**src/verilog/sbp_pkg.sv**
```systemverilog
package sbp_pkg;
	// ------------------------------------------------------------
	// Register map: word index, byte address is four times it
	// ------------------------------------------------------------
	localparam int REG_COUNT = 16;
	localparam logic [3:0] IDX_NODE = 4'h0;
	localparam logic [3:0] IDX_GAP = 4'h1;
	localparam logic [3:0] IDX_CAPS = 4'h2;
	localparam logic [3:0] IDX_SPEED = 4'h3;
	localparam logic [3:0] IDX_LINK = 4'h4;
	localparam logic [3:0] IDX_IRQ = 4'h5;
	localparam logic [3:0] IDX_RSVD = 4'h6;
	localparam logic [3:0] IDX_PAGE = 4'h7;

	// ------------------------------------------------------------
	// Field positions
	// ------------------------------------------------------------
	localparam int NODE_ADDR_LSB = 2;
	localparam int ROOT_POS = 1;
	localparam int CPS_POS = 0;
	localparam int RHB_POS = 7;
	localparam int LRR_POS = 6;
	localparam int GAP_LSB = 0;
	localparam int EXT_LSB = 5;
	localparam int PORTQ_LSB = 0;
	localparam int SPEED_LSB = 5;
	localparam int DELAY_LSB = 0;
	localparam int BOUND_POS = 7;
	localparam int BID_POS = 6;
	localparam int JITTER_LSB = 3;
	localparam int PWR_LSB = 0;
	localparam int RPIE_POS = 7;
	localparam int SRR_POS = 6;
	localparam int CTOI_POS = 5;
	localparam int CPSI_POS = 4;
	localparam int STOI_POS = 3;
	localparam int PEI_POS = 2;
	localparam int EAA_POS = 1;
	localparam int EMC_POS = 0;
	localparam int PAGE_LSB = 5;
	localparam int PORT_LSB = 0;

	// ------------------------------------------------------------
	// Fixed codes and reset values
	// ------------------------------------------------------------
	localparam logic [2:0] EXT_CODE = 3'h7;
	localparam logic [3:0] PORT_QTY = 4'h3;
	localparam logic [2:0] SPEED_CODE = 3'h2;
	localparam logic [3:0] DELAY_CODE = 4'h0;
	localparam logic [2:0] JITTER_CODE = 3'h0;
	localparam logic [5:0] GAP_RESET = 6'h3f;
	localparam logic BOUND_RESET = 1'b1;
	localparam logic [2:0] PAGE_RESET = 3'h0;
	localparam logic [3:0] PORT_RESET = 4'h0;
	localparam logic [2:0] RSVD_PAGE_LO = 3'h2;
	localparam logic [2:0] RSVD_PAGE_HI = 3'h6;

	// ------------------------------------------------------------
	// Timing
	// ------------------------------------------------------------
	localparam int CLK_PERIOD_NS = 50;
	localparam int LONG_RESET_NS = 166000;
	localparam int SHORT_RESET_NS = 1300;
	localparam int LONG_RESET_CYCLES = (LONG_RESET_NS + CLK_PERIOD_NS - 1) / CLK_PERIOD_NS;
	localparam int SHORT_RESET_CYCLES = (SHORT_RESET_NS + CLK_PERIOD_NS - 1) / CLK_PERIOD_NS;

	typedef enum logic [1:0]
	{
		SBP_RST_IDLE = 2'b00,
		SBP_RST_LONG = 2'b01,
		SBP_RST_SHORT = 2'b10
	} sbp_rst_state_t;
endpackage

```
**src/verilog/sbp_base_regs.sv**
```systemverilog
// Notes on behaviour
// Sixteen addresses; upper eight follow selected page
// Page held in register 7; base fixed
// Reserved bits and registers read zero
// Pages two through six read zero
// Node address from self-ID; status push
// Root flag cleared by bus reset
// Cable power bit follows sense input
// Root holdoff kept across bus reset
// Long reset waits for traffic; 166 us
// Long reset request clears on resets
// Gap setting by write or packet
// Gap back to 3Fh on the second bus reset without an update
// Extended set code reads 111b
// Port quantity reads three
// Speed capability reads 010b
// Repeater delay field reads zero
// Bound-up set at reset; ANDed out
// Manager bid strapped from pin
// Repeater jitter field reads zero
// Page choice cleared only by reset
// Port choice cleared only by reset
// Interrupt flags clear by writing one
// Writes to read-only fields ignored
//
// The APB slave port is this design's own decision.
module sbp_base_regs #(
	parameter int ADDR_W = 8
) (
	input wire logic pclk,
	input wire logic presetn,
	input wire logic psel,
	input wire logic penable,
	input wire logic pwrite,
	input wire logic [ADDR_W-1:0] paddr,
	input wire logic [31:0] pwdata,
	input wire logic [3:0] pstrb,
	output logic [31:0] prdata,
	output logic pready,
	output logic pslverr,
	input wire logic bus_reset_in,
	input wire logic link_busy,
	input wire logic self_id_done,
	input wire logic [5:0] self_id_address,
	input wire logic became_root,
	input wire logic cable_power_sense,
	input wire logic contender_link_on_pin,
	input wire logic [2:0] power_class_pins,
	input wire logic link_power_status,
	input wire logic phy_config_valid,
	input wire logic [5:0] phy_config_gap,
	input wire logic config_timeout_event,
	input wire logic state_timeout_event,
	input wire logic port_event,
	input wire logic resume_event,
	input wire logic [7:0] paged_rdata,
	output logic [2:0] paged_index,
	output logic paged_write,
	output logic [7:0] paged_wdata,
	output logic [2:0] page_choice,
	output logic [3:0] port_choice,
	output logic node_address_valid,
	output logic status_push,
	output logic root_holdoff,
	output logic bus_reset_active,
	output logic [5:0] arb_gap_setting,
	output logic arb_accel_enable,
	output logic multispeed_enable,
	output logic self_id_link_bit,
	output logic self_id_contender,
	output logic [2:0] self_id_power_class
);
	// ------------------------------------------------------------
	// Parameter check
	// ------------------------------------------------------------
	generate
		if (ADDR_W < 6)
		begin : g_bad
			$error("Address bus must reach sixteen words");
		end
	endgenerate

	// ------------------------------------------------------------
	// State
	// ------------------------------------------------------------
	typedef struct packed {
		logic [5:0] node_address;
		logic addr_valid;
		logic top_node;
		logic cable_power_status;
		logic root_holdoff;
		logic long_req;
		logic short_req;
		logic bound_up;
		logic bid;
		logic [2:0] pwr;
		logic straps_taken;
		logic rpie;
		logic ctoi;
		logic cpsi;
		logic stoi;
		logic pei;
		logic eaa;
		logic emc;
		logic [2:0] page;
		logic [3:0] port;
		logic status_push;
		logic link_bit;
		logic [7:0] rdata;
		logic slverr;
	} sbp_state_t;

	sbp_state_t cur;
	sbp_state_t next_cur;

	logic [3:0] idx;
	logic mapped;
	logic setup;
	logic wr_ok;
	logic wr_gap;
	logic wr_link;
	logic wr_irq;
	logic wr_page;
	logic upper_rsvd;
	logic launch_long;
	logic launch_short;
	logic bus_reset_ev;
	logic timer_active;
	logic [7:0] rd;

	// Pages two to six hold nothing
	function automatic logic page_reserved(input logic [2:0] pg);
		return (pg >= sbp_pkg::RSVD_PAGE_LO) && (pg <= sbp_pkg::RSVD_PAGE_HI);
	endfunction

	// ------------------------------------------------------------
	// Bus decode
	// ------------------------------------------------------------
	// One word per register; anything off the sixteen words is an error
	assign idx = paddr[5:2];
	assign mapped = (paddr[1:0] == 2'h0) && (paddr[ADDR_W-1:6] == '0);
	assign setup = psel && !penable;
	assign wr_ok = psel && penable && pwrite && mapped && pstrb[0];
	assign wr_gap = wr_ok && (idx == sbp_pkg::IDX_GAP);
	assign wr_link = wr_ok && (idx == sbp_pkg::IDX_LINK);
	assign wr_irq = wr_ok && (idx == sbp_pkg::IDX_IRQ);
	assign wr_page = wr_ok && (idx == sbp_pkg::IDX_PAGE);
	assign upper_rsvd = idx[3] && page_reserved(cur.page);

	// Paged space is served outside; reserved pages are never passed on
	assign paged_index = idx[2:0];
	assign paged_write = wr_ok && idx[3] && !page_reserved(cur.page);
	assign paged_wdata = pwdata[7:0];

	// ------------------------------------------------------------
	// Bus reset launch
	// ------------------------------------------------------------
	// Never cut into a packet; the long request has priority
	assign launch_long = cur.long_req && !link_busy && !timer_active;
	assign launch_short = cur.short_req && !cur.long_req && !link_busy && !timer_active;
	assign bus_reset_ev = bus_reset_in || launch_long || launch_short;

	sbp_reset_timer #(
		.LONG_CYCLES(sbp_pkg::LONG_RESET_CYCLES),
		.SHORT_CYCLES(sbp_pkg::SHORT_RESET_CYCLES)
	) u_timer (
		.pclk(pclk),
		.presetn(presetn),
		.start_long(launch_long),
		.start_short(launch_short),
		.active(timer_active)
	);

	sbp_gap_tracker u_gap (
		.pclk(pclk),
		.presetn(presetn),
		.bus_reset(bus_reset_ev),
		.reg_write(wr_gap),
		.reg_value(pwdata[sbp_pkg::GAP_LSB +: 6]),
		.cfg_valid(phy_config_valid),
		.cfg_value(phy_config_gap),
		.gap(arb_gap_setting)
	);

	// ------------------------------------------------------------
	// Read mux
	// ------------------------------------------------------------
	// Unset bits stay zero, which covers every reserved field
	always_comb
	begin
		rd = 8'h00;
		if (mapped)
		begin
			if (idx[3])
				rd = upper_rsvd ? 8'h00 : paged_rdata;
			else
			begin
				unique case (idx)
					sbp_pkg::IDX_NODE:
					begin
						rd[sbp_pkg::NODE_ADDR_LSB +: 6] = cur.node_address;
						rd[sbp_pkg::ROOT_POS] = cur.top_node;
						rd[sbp_pkg::CPS_POS] = cable_power_sense;
					end
					sbp_pkg::IDX_GAP:
					begin
						rd[sbp_pkg::RHB_POS] = cur.root_holdoff;
						rd[sbp_pkg::LRR_POS] = cur.long_req;
						rd[sbp_pkg::GAP_LSB +: 6] = arb_gap_setting;
					end
					sbp_pkg::IDX_CAPS:
					begin
						rd[sbp_pkg::EXT_LSB +: 3] = sbp_pkg::EXT_CODE;
						rd[sbp_pkg::PORTQ_LSB +: 4] = sbp_pkg::PORT_QTY;
					end
					sbp_pkg::IDX_SPEED:
					begin
						rd[sbp_pkg::SPEED_LSB +: 3] = sbp_pkg::SPEED_CODE;
						rd[sbp_pkg::DELAY_LSB +: 4] = sbp_pkg::DELAY_CODE;
					end
					sbp_pkg::IDX_LINK:
					begin
						rd[sbp_pkg::BOUND_POS] = cur.bound_up;
						rd[sbp_pkg::BID_POS] = cur.bid;
						rd[sbp_pkg::JITTER_LSB +: 3] = sbp_pkg::JITTER_CODE;
						rd[sbp_pkg::PWR_LSB +: 3] = cur.pwr;
					end
					sbp_pkg::IDX_IRQ:
					begin
						rd[sbp_pkg::RPIE_POS] = cur.rpie;
						rd[sbp_pkg::SRR_POS] = cur.short_req;
						rd[sbp_pkg::CTOI_POS] = cur.ctoi;
						rd[sbp_pkg::CPSI_POS] = cur.cpsi;
						rd[sbp_pkg::STOI_POS] = cur.stoi;
						rd[sbp_pkg::PEI_POS] = cur.pei;
						rd[sbp_pkg::EAA_POS] = cur.eaa;
						rd[sbp_pkg::EMC_POS] = cur.emc;
					end
					sbp_pkg::IDX_RSVD: rd = 8'h00;
					sbp_pkg::IDX_PAGE:
					begin
						rd[sbp_pkg::PAGE_LSB +: 3] = cur.page;
						rd[sbp_pkg::PORT_LSB +: 4] = cur.port;
					end
					default: rd = 8'h00;
				endcase
			end
		end
	end

	// ------------------------------------------------------------
	// Next state
	// ------------------------------------------------------------
	// Hardware events beat software clears; software requests beat bus reset
	always_comb
	begin
		next_cur = cur;
		next_cur.cable_power_status = cable_power_sense;
		next_cur.status_push = 1'b0;
		// Straps are caught on the first edge after reset release
		if (!cur.straps_taken)
		begin
			next_cur.bid = contender_link_on_pin;
			next_cur.pwr = power_class_pins;
			next_cur.straps_taken = 1'b1;
		end
		// Bus reset: holdoff, bound-up, bid, page and port are left alone
		if (bus_reset_ev)
		begin
			next_cur.long_req = 1'b0;
			next_cur.short_req = 1'b0;
			next_cur.top_node = 1'b0;
			next_cur.addr_valid = 1'b0;
		end
		if (became_root)
			next_cur.top_node = 1'b1;
		if (self_id_done)
		begin
			next_cur.node_address = self_id_address;
			next_cur.addr_valid = 1'b1;
			next_cur.status_push = 1'b1;
		end
		// Register writes; read-only fields have no write path
		if (wr_gap)
		begin
			next_cur.root_holdoff = pwdata[sbp_pkg::RHB_POS];
			next_cur.long_req = pwdata[sbp_pkg::LRR_POS];
		end
		if (wr_link)
		begin
			next_cur.bound_up = pwdata[sbp_pkg::BOUND_POS];
			next_cur.bid = pwdata[sbp_pkg::BID_POS];
			next_cur.pwr = pwdata[sbp_pkg::PWR_LSB +: 3];
		end
		if (wr_irq)
		begin
			next_cur.rpie = pwdata[sbp_pkg::RPIE_POS];
			next_cur.short_req = pwdata[sbp_pkg::SRR_POS];
			next_cur.eaa = pwdata[sbp_pkg::EAA_POS];
			next_cur.emc = pwdata[sbp_pkg::EMC_POS];
			if (pwdata[sbp_pkg::CTOI_POS])
				next_cur.ctoi = 1'b0;
			if (pwdata[sbp_pkg::CPSI_POS])
				next_cur.cpsi = 1'b0;
			if (pwdata[sbp_pkg::STOI_POS])
				next_cur.stoi = 1'b0;
			if (pwdata[sbp_pkg::PEI_POS])
				next_cur.pei = 1'b0;
		end
		if (wr_page)
		begin
			next_cur.page = pwdata[sbp_pkg::PAGE_LSB +: 3];
			next_cur.port = pwdata[sbp_pkg::PORT_LSB +: 4];
		end
		// Sticky event flags, set after the clears so a set wins
		if (config_timeout_event)
			next_cur.ctoi = 1'b1;
		if (cur.cable_power_status && !cable_power_sense)
			next_cur.cpsi = 1'b1;
		if (state_timeout_event)
			next_cur.stoi = 1'b1;
		if (port_event || (cur.rpie && resume_event))
			next_cur.pei = 1'b1;
		next_cur.link_bit = next_cur.bound_up && link_power_status;
		// Read data is captured in the setup cycle and held for access
		if (setup)
		begin
			next_cur.rdata = rd;
			next_cur.slverr = !mapped;
		end
	end

	// ------------------------------------------------------------
	// Registers
	// ------------------------------------------------------------
	always_ff @(posedge pclk or negedge presetn)
	begin
		if (!presetn)
		begin
			cur <= '0;
			cur.bound_up <= sbp_pkg::BOUND_RESET;
			cur.page <= sbp_pkg::PAGE_RESET;
			cur.port <= sbp_pkg::PORT_RESET;
		end
		else
			cur <= next_cur;
	end

	// ------------------------------------------------------------
	// Outputs
	// ------------------------------------------------------------
	// Zero wait states keep the bus simple; data was ready at setup
	assign pready = 1'b1;
	assign prdata = {24'h000000, cur.rdata};
	assign pslverr = psel && penable && cur.slverr;
	assign page_choice = cur.page;
	assign port_choice = cur.port;
	assign node_address_valid = cur.addr_valid;
	assign status_push = cur.status_push;
	assign root_holdoff = cur.root_holdoff;
	assign bus_reset_active = timer_active;
	assign arb_accel_enable = cur.eaa;
	assign multispeed_enable = cur.emc;
	assign self_id_link_bit = cur.link_bit;
	assign self_id_contender = cur.bid;
	assign self_id_power_class = cur.pwr;
endmodule

```
**src/verilog/sbp_gap_tracker.sv**
```systemverilog
module sbp_gap_tracker (
	input wire logic pclk,
	input wire logic presetn,
	input wire logic bus_reset,
	input wire logic reg_write,
	input wire logic [5:0] reg_value,
	input wire logic cfg_valid,
	input wire logic [5:0] cfg_value,
	output logic [5:0] gap
);
	typedef struct packed {
		logic [5:0] gap;
		logic one_reset_seen;
	} sbp_gap_t;

	sbp_gap_t cur;
	sbp_gap_t next_cur;

	// An update restarts the pair count; the register write beats a packet
	always_comb
	begin
		next_cur = cur;
		if (reg_write)
		begin
			next_cur.gap = reg_value;
			next_cur.one_reset_seen = 1'b0;
		end
		else if (cfg_valid)
		begin
			next_cur.gap = cfg_value;
			next_cur.one_reset_seen = 1'b0;
		end
		else if (bus_reset)
		begin
			if (cur.one_reset_seen)
			begin
				next_cur.gap = sbp_pkg::GAP_RESET;
				next_cur.one_reset_seen = 1'b0;
			end
			else
				next_cur.one_reset_seen = 1'b1;
		end
	end

	// State register
	always_ff @(posedge pclk or negedge presetn)
	begin
		if (!presetn)
			cur <= '{gap: sbp_pkg::GAP_RESET, one_reset_seen: 1'b0};
		else
			cur <= next_cur;
	end

	assign gap = cur.gap;
endmodule

```
**src/verilog/sbp_reset_timer.sv**
```systemverilog
module sbp_reset_timer #(
	parameter int LONG_CYCLES = sbp_pkg::LONG_RESET_CYCLES,
	parameter int SHORT_CYCLES = sbp_pkg::SHORT_RESET_CYCLES
) (
	input wire logic pclk,
	input wire logic presetn,
	input wire logic start_long,
	input wire logic start_short,
	output logic active
);
	localparam int CW = $clog2(LONG_CYCLES + 1);

	generate
		if (SHORT_CYCLES < 1 || LONG_CYCLES < SHORT_CYCLES)
		begin : g_bad
			$error("Reset durations must be positive and long not below short");
		end
	endgenerate

	typedef struct packed {
		sbp_pkg::sbp_rst_state_t mode;
		logic [CW-1:0] left;
	} sbp_timer_t;

	sbp_timer_t cur;
	sbp_timer_t next_cur;

	// Count down the drive time; long wins if both start together
	always_comb
	begin
		next_cur = cur;
		unique case (cur.mode)
			sbp_pkg::SBP_RST_IDLE:
			begin
				if (start_long)
				begin
					next_cur.mode = sbp_pkg::SBP_RST_LONG;
					next_cur.left = CW'(LONG_CYCLES - 1);
				end
				else if (start_short)
				begin
					next_cur.mode = sbp_pkg::SBP_RST_SHORT;
					next_cur.left = CW'(SHORT_CYCLES - 1);
				end
			end
			sbp_pkg::SBP_RST_LONG, sbp_pkg::SBP_RST_SHORT:
			begin
				if (cur.left == '0)
					next_cur.mode = sbp_pkg::SBP_RST_IDLE;
				else
					next_cur.left = cur.left - CW'(1);
			end
			default: next_cur.mode = sbp_pkg::SBP_RST_IDLE; // Code 11 is illegal
		endcase
	end

	// State register
	always_ff @(posedge pclk or negedge presetn)
	begin
		if (!presetn)
			cur <= '{mode: sbp_pkg::SBP_RST_IDLE, left: '0};
		else
			cur <= next_cur;
	end

	assign active = (cur.mode != sbp_pkg::SBP_RST_IDLE);
endmodule
```
**config.mk**
```make
export PLATFORM = sky130hd
export DESIGN_NAME = sbp_base_regs
export DESIGN_NICKNAME = d
export VERILOG_FILES = /design/src/verilog/sbp_pkg.sv /design/src/verilog/sbp_base_regs.sv /design/src/verilog/sbp_gap_tracker.sv /design/src/verilog/sbp_reset_timer.sv
export SDC_FILE = /design/constraint.sdc
export NUM_CORES = 1
export LEC_CHECK = 0
export BUFFER_PORTS_ARGS = -buffer_cell sky130_fd_sc_hd__buf_4
export CAP_MARGIN = 20
export CORE_ASPECT_RATIO = 0.9
export CORE_MARGIN = 1.5
export CORE_UTILIZATION = 44
export DETAILED_ROUTE_END_ITERATION = 16
export PLACE_DENSITY = 0.77
export RECOVER_POWER = 100
export SYNTH_ARGS = -nofsm -noshare
export SYNTH_HDL_FRONTEND = slang
export SYNTH_SLANG_ARGS = --single-unit
```
**constraint.sdc**
```tcl
create_clock -name pclk -period 2 [get_ports pclk]
set_input_delay 0 -clock pclk [delete_from_list [all_inputs] [get_ports pclk]]
set_output_delay 0 -clock pclk [all_outputs]
set_load 0.02 [all_outputs]
```
# ---- Word-level counts from Yosys, hierarchy flattened
# Index checks and enable logic that the tools add are counted.
dict set report word_totals {
  output_inout_bits 70
  regBits 64
  elab_cells 139
  input_bits 84
}
dict set report classes {
  n_eq_ne 12
  n_lt_le_gt_ge 2
  add_sub_neg 1
  n_mux 34
  reduce_logical 62
}
# cell n
set ops {}
lappend ops {{14-bit 2-to-1 mux} 2}
lappend ops {{2-bit nonzero test} 14}
lappend ops {{8-bit 2-to-1 mux} 3}
lappend ops {{12-bit one-hot mux with 2 select lines} 1}
lappend ops {{4-bit one-hot mux with 6 select lines} 1}
lappend ops {{1-bit logical AND} 23}
lappend ops {{7-bit 2-to-1 mux} 3}
lappend ops {{3-bit one-hot mux with 7 select lines} 1}
lappend ops {{1-bit 2-to-1 mux} 14}
lappend ops {{4-bit by 3-bit == test with 1-bit output (second input constant)} 3}
lappend ops {{12-bit logical NOT} 1}
lappend ops {{12-bit 2-to-1 mux} 1}
lappend ops {{6-bit 2-to-1 mux} 2}
lappend ops {{2-bit AND reduction} 6}
lappend ops {{12-bit by 1-bit subtractor with 12-bit output (second input constant)} 1}
lappend ops {{5-bit 2-to-1 mux} 2}
lappend ops {{4-bit by 2-bit == test with 1-bit output (second input constant)} 2}
lappend ops {{1-bit logical NOT} 7}
lappend ops {{2-bit logical NOT} 3}
lappend ops {{3-bit nonzero test} 2}
lappend ops {{4-bit by 1-bit == test with 1-bit output (second input constant)} 1}
lappend ops {{4-bit logical NOT} 1}
lappend ops {{2-bit 2-to-1 mux} 2}
lappend ops {{2-bit by 1-bit != test with 1-bit output (second input constant)} 2}
lappend ops {{other kinds (11)} 13}

# ---- Depth between registers and ports, before layout
dict set report logic_depth {
  ltp_word 8
  depth_mapped 8
}

# ---- Hierarchy
# A second synthesis with hierarchy kept.
dict set report hier_totals {
  cells_unflattened 392
  area_unflattened_um2 3981.3
}
# module cells_each n_inst area_per_inst_um2
set by_module_without_submodules {}
lappend by_module_without_submodules {sbp_base_regs 259 1 2610.0}
lappend by_module_without_submodules {sbp_reset_timer 103 1 993.5}
lappend by_module_without_submodules {sbp_gap_tracker 30 1 377.9}

# ---- Worst setup path after synthesis
# OpenSTA, ideal clock, no wires.
dict set report synth_path {
  kind {register to register}
  start {register u_timer.cur[4] in the netlist's numbering}
  end {register u_timer.cur[3] in the netlist's numbering}
  arrival_time_ps 1891
  synth_period_minus_slack_ps 2015
  path_buffers 1
  setup_time_ps 124
  setup_slack_ps -15
  path_stages_with_launch 7
  cell_sequence {dfrtp_1 or4_4 o41a_1 buf_6 nand2_8 o21ai_2 a211o_1}
}
dict set report synth_between {
  elab_chain_cells 3
}
# element line
set synth_rtl {}
lappend synth_rtl {{start: declaration} sbp_reset_timer.sv:25} ;# sbp_timer_t cur;
lappend synth_rtl {{start signal: assignment} sbp_reset_timer.sv:61} ;# cur <= '{mode: sbp_pkg::SBP_RST_IDLE, left: '0};
lappend synth_rtl {{start signal: assignment} sbp_reset_timer.sv:63} ;# cur <= next_cur;
lappend synth_rtl {{12-bit logical NOT} sbp_reset_timer.sv:48} ;# if (cur.left == '0)
lappend synth_rtl {{2-bit != test (no line)} --}
lappend synth_rtl {{3-bit AND reduction (no line)} --}
# Every way passes these cells.
# A chain may end at the register's enable or synchronous reset.

# ---- Worst setup path after layout
dict set report layout_path {
  start {register u_timer.cur[4] in the netlist's numbering}
  end {register u_timer.cur[10] in the netlist's numbering}
}
dict set report layout_between {
  elab_chain_cells 3
}
# element line
set layout_rtl {}
lappend layout_rtl {{12-bit by 1-bit subtractor with 12-bit output / 12-bit logical NOT (equally long branches)} {sbp_reset_timer.sv:51, sbp_reset_timer.sv:48}}
lappend layout_rtl {{12-bit 2-to-1 mux / 2-bit != test (equally long branches)} --}
lappend layout_rtl {{12-bit one-hot mux with 2 select lines / 3-bit AND reduction (equally long branches)} --}
# Parallel ways exist; a longest one is shown, timed or not. The select of a mux whose other input is x is not followed.

==> flow_metrics.py <==
metrics = {
    "run_status": {
        "outcome": "finished, violations left",
        "violations": "max-capacitance violations, max-slew violations",
    },
    "cts": {
        "cts.sinks": 64,
        "cts_buffers": 9,
        "htreeDepth": 3,
        "cts_root_buf": "clkbuf_8",
        "insertion_delay_ns": 0.35,
        "cts.path.max_buffers": 2,
        "cts_tree": "done",
        "clk_pin_slew_worst_paths_ns": 0.07,
    },
    "floorplanning": {
        "dieArea_sq_mm": 0.009065,
        "rows": 31,
        "core-area_sq_mm": 0.008145,
        "die_x_microns": 100.2,
        "initial_utilization_pct": 45.93,
        "dieHeight_microns": 90.48,
        "io_pins": 154,
    },
    "timing": {
        "worst_pin_slew_ns": 1.578,
        "setup_viol": 0,
        "min_period_ns": 1.992,
        "layout_setup_ws_ns": 0.007884,
        "finalHoldViolations": 0,
        "slew_headroom_pct": -5.178,
        "fin_skew_ns": 0.01116,
        "timing.fmax_ghz": 0.5020,
        "post-route-period-util_pct": 99.61,
        "rsz0062_at_grt": "yes",
        "final_max_slew_viol_count": 65,
    },
    "route": {
        "vias_per_cell": 5.270,
        "num_vias": 3199,
        "antenna_left": 0,
        "first_pass_iters": 6,
        "routedWlPerCell_microns": 16.19,
        "dr.first_iter.drc_count": 214,
        "drc": 0,
        "routed_wirelength_mm": 9.826,
    },
    "job": {
        "maxCapViolations": 1,
    },
    "yosys": {
        "synth_edf_count": 0,
        "synth.distinct_cells": 62,
        "synth_warnings": 0,
        "syn_inst": 375,
        "ys.flop_type": "dfrtp_1",
        "synthArstFlopShare_pct": 100.0,
        "synth-seq-area-share_pct": 43.04,
        "synthMuxAreaShare_pct": 8.829,
        "synth-xor-area-share_pct": 0.4682,
        "synth_compound_area_share_pct": 16.19,
        "netlist_area_sq_mm": 0.003741,
        "yosys.area_share.simple_pct": 15.55,
        "ys_ff_latch": 64,
        "synth_top_family_by_area": "compound AO/OA/AOI/OAI gates",
        "synth-adder-area-share_pct": 1.003,
        "synth.avg_cell_area_sq_um": 9.976,
    },
    "global_routing": {
        "grt_pass1_wl_mm": 15.55,
        "grt.overflow.total": 0,
        "antenna_found_initial": 0,
        "grt_max_degree": 65,
        "grt_use_total_pct": 22.13,
        "grt_pass1_vias": 3185,
    },
    "final_layout": {
        "fin_nets": 590,
        "syn_to_final_growth_pct": 30.10,
        "stdcell_count": 607,
        "num_antenna_cells": 0,
        "drive_above_1_share_pct": 25.20,
        "final_core_util_pct": 59.75,
        "stdcell_area_sq_mm": 0.004867,
    },
    "min_path": {
        "hold_class": "in2reg",
    },
    "placed_design": {
        "post_dp_cell_area_sq_mm": 0.004378,
        "portBuffers": 101,
        "pre_cts_ws_ns": -0.02397,
        "post-dp-hpwl_mm": 6.910,
        "routabilityCongestion": 0.8935,
        "placed_cells": 548,
    },
    "pwr": {
        "fin_total_pwr_mw": 3.477,
        "ir_worst_vdd_mv": 0.4756,
        "p_leak_nw": 2.184,
        "power_per_cell_area_mw_per_mm2": 714.4,
    },
    "worst_setup_path": {
        "cp-start-kind": "flip-flop",
        "cp_max_fo": 10,
        "critPathKind": "reg2reg",
        "cp.required_ns": 2.27,
        "arrival_ns": 2.26,
        "end_kind": "flip-flop",
    },
}
-- per-stage QoR --
step,TNS [ns],hold WS (ns)
after floorplan,0,-0.2956
after global placement,0,0.1394
after detailed placement,-0.03733,0.1421
after CTS,-0.003503,0.0008966
after global routing,-0.3609,0.01779
final,0,0.01710
-- flip-flops by register name, summed over array words and instances (netlist names) --
name and flops:
root_holdoff 1, self_id_power_class 3, cur 18, status_push 1, u_timer.cur 14, prdata 8
arb_accel_enable 1, node_address_valid 1, u_gap.gap 6, page_choice 3, self_id_link_bit 1, u_gap.cur 1
multispeed_enable 1, self_id_contender 1, port_choice 4
-- placed cells by master, fill, tap and decap left out, drive strengths merged, types with 5 or more instances in the layout --
master / synthesis / routed
buf: 65 / 79
dfrtp: 57 / 57
clkbuf: 7 / 57
dlygate4sd3: 0 / 42
nand2: 33 / 33
conb: 2 / 26
o21ai: 22 / 22
nor2: 21 / 21
mux2: 18 / 18
a21oi: 17 / 17
nor3: 13 / 13
inv: 12 / 12
nor2b: 7 / 7
nand3b: 7 / 7
dfstp: 7 / 7
mux2i: 6 / 6
o221a: 6 / 6
nand2b: 5 / 5
a22oi: 5 / 5
a21o: 5 / 5
a211oi: 5 / 5
-- synth_stat cells (4+ instances only) --
cell	number	share of area, %
a22oi_1	5	1.0
nand2b_1	5	0.84
clkbuf_1	7	0.70
nand3_1	4	0.54
nor2b_1	7	1.2
o21a_1	4	0.80
nor2_1	21	2.1
o221a_2	5	1.5
nand3b_1	7	1.4
o21ai_0	4	0.54
nor3_1	10	1.3
o21ai_1	17	2.3
a211oi_1	4	0.80
inv_1	12	1.2
a21oi_1	16	2.1
buf_4	60	12
mux2_1	8	2.4
dfrtp_1	57	38
a21o_1	5	1.0
mux2_2	10	3.0
nand2_1	32	3.2
dfstp_2	7	4.9
a22o_1	4	0.94
mux2i_1	6	1.6
-- layout make-up --
type	instances	area (sq um)
well taps	99	123.9
fillers	700	3278
clock inverters	3	40.04
inverters	12	45.04
flip-flops and latches	64	1610
multi-input cells	251	1693
clock buffers	13	158.9
repair buffers	165	1196
-- final timing paths --
| check | end | from | slack [ns] | depth (start not counted) |
|---|---|---|---|---|
| max | u_timer.cur[10] | u_timer.cur[4] | 0.008 | 6 |
| min | u_gap.gap[1] | phy_config_gap[1] | 0.02 | 3 |
| max reg2reg | u_timer.cur[10] | u_timer.cur[4] | 0.008 | 6 |
| min reg2reg | node_address_valid | node_address_valid | 0.50 | 1 |
| max in group asynchronous | prdata[4] | presetn | 0.46 | 2 |
| min in group asynchronous | u_timer.cur[3] | presetn | 0.59 | 2 |
-- cell families (layout without fill, tap and decap cells) --
kind of cell	Yosys count	after routing
AND/OR/NAND/NOR	108	108
flip-flops	64	64
multiplexers	27	27
other	2	26
AO/OA/AOI/OAI	85	85
buffers and inverters	84	193
XOR/XNOR	2	2
adder cells (fa/ha/maj)	3	3
-- worst max-delay path, cell delays in order (launching register included) --
cell and delay (ns):
dfrtp_1 0.37, or4_4 0.54, o41a_1 0.37, buf_12 0.17, a21oi_4 0.23, a21oi_1 0.08
nor3_2 0.16
-- where the power goes --
group | internal [mW] | total, mW | switching, mW
combinational | 0.393 | 0.866 | 0.473
clock | 0.641 | 1.13 | 0.488
sequential | 1.40 | 1.48 | 0.0828
-- routing by layer --
layer	track usage, %	wire [microns]
met1	29.11	4321
met2	34.98	4647
met3	6.115	699
met4	7.746	157
met5	0	0
-- timing repair --
| action | in CTS | in global routing |
|---|---|---|
| pin swaps | 1 | 0 |
| endpoints found under the hold margin | 106 | 0 |
| endpoints found under the setup margin | 2 | 10 |
| hold buffers | 42 | 0 |
| buffers inserted | 0 | 1 |
| gates resized for setup | 1 | 5 |
(Power assumes the default switching activity.)
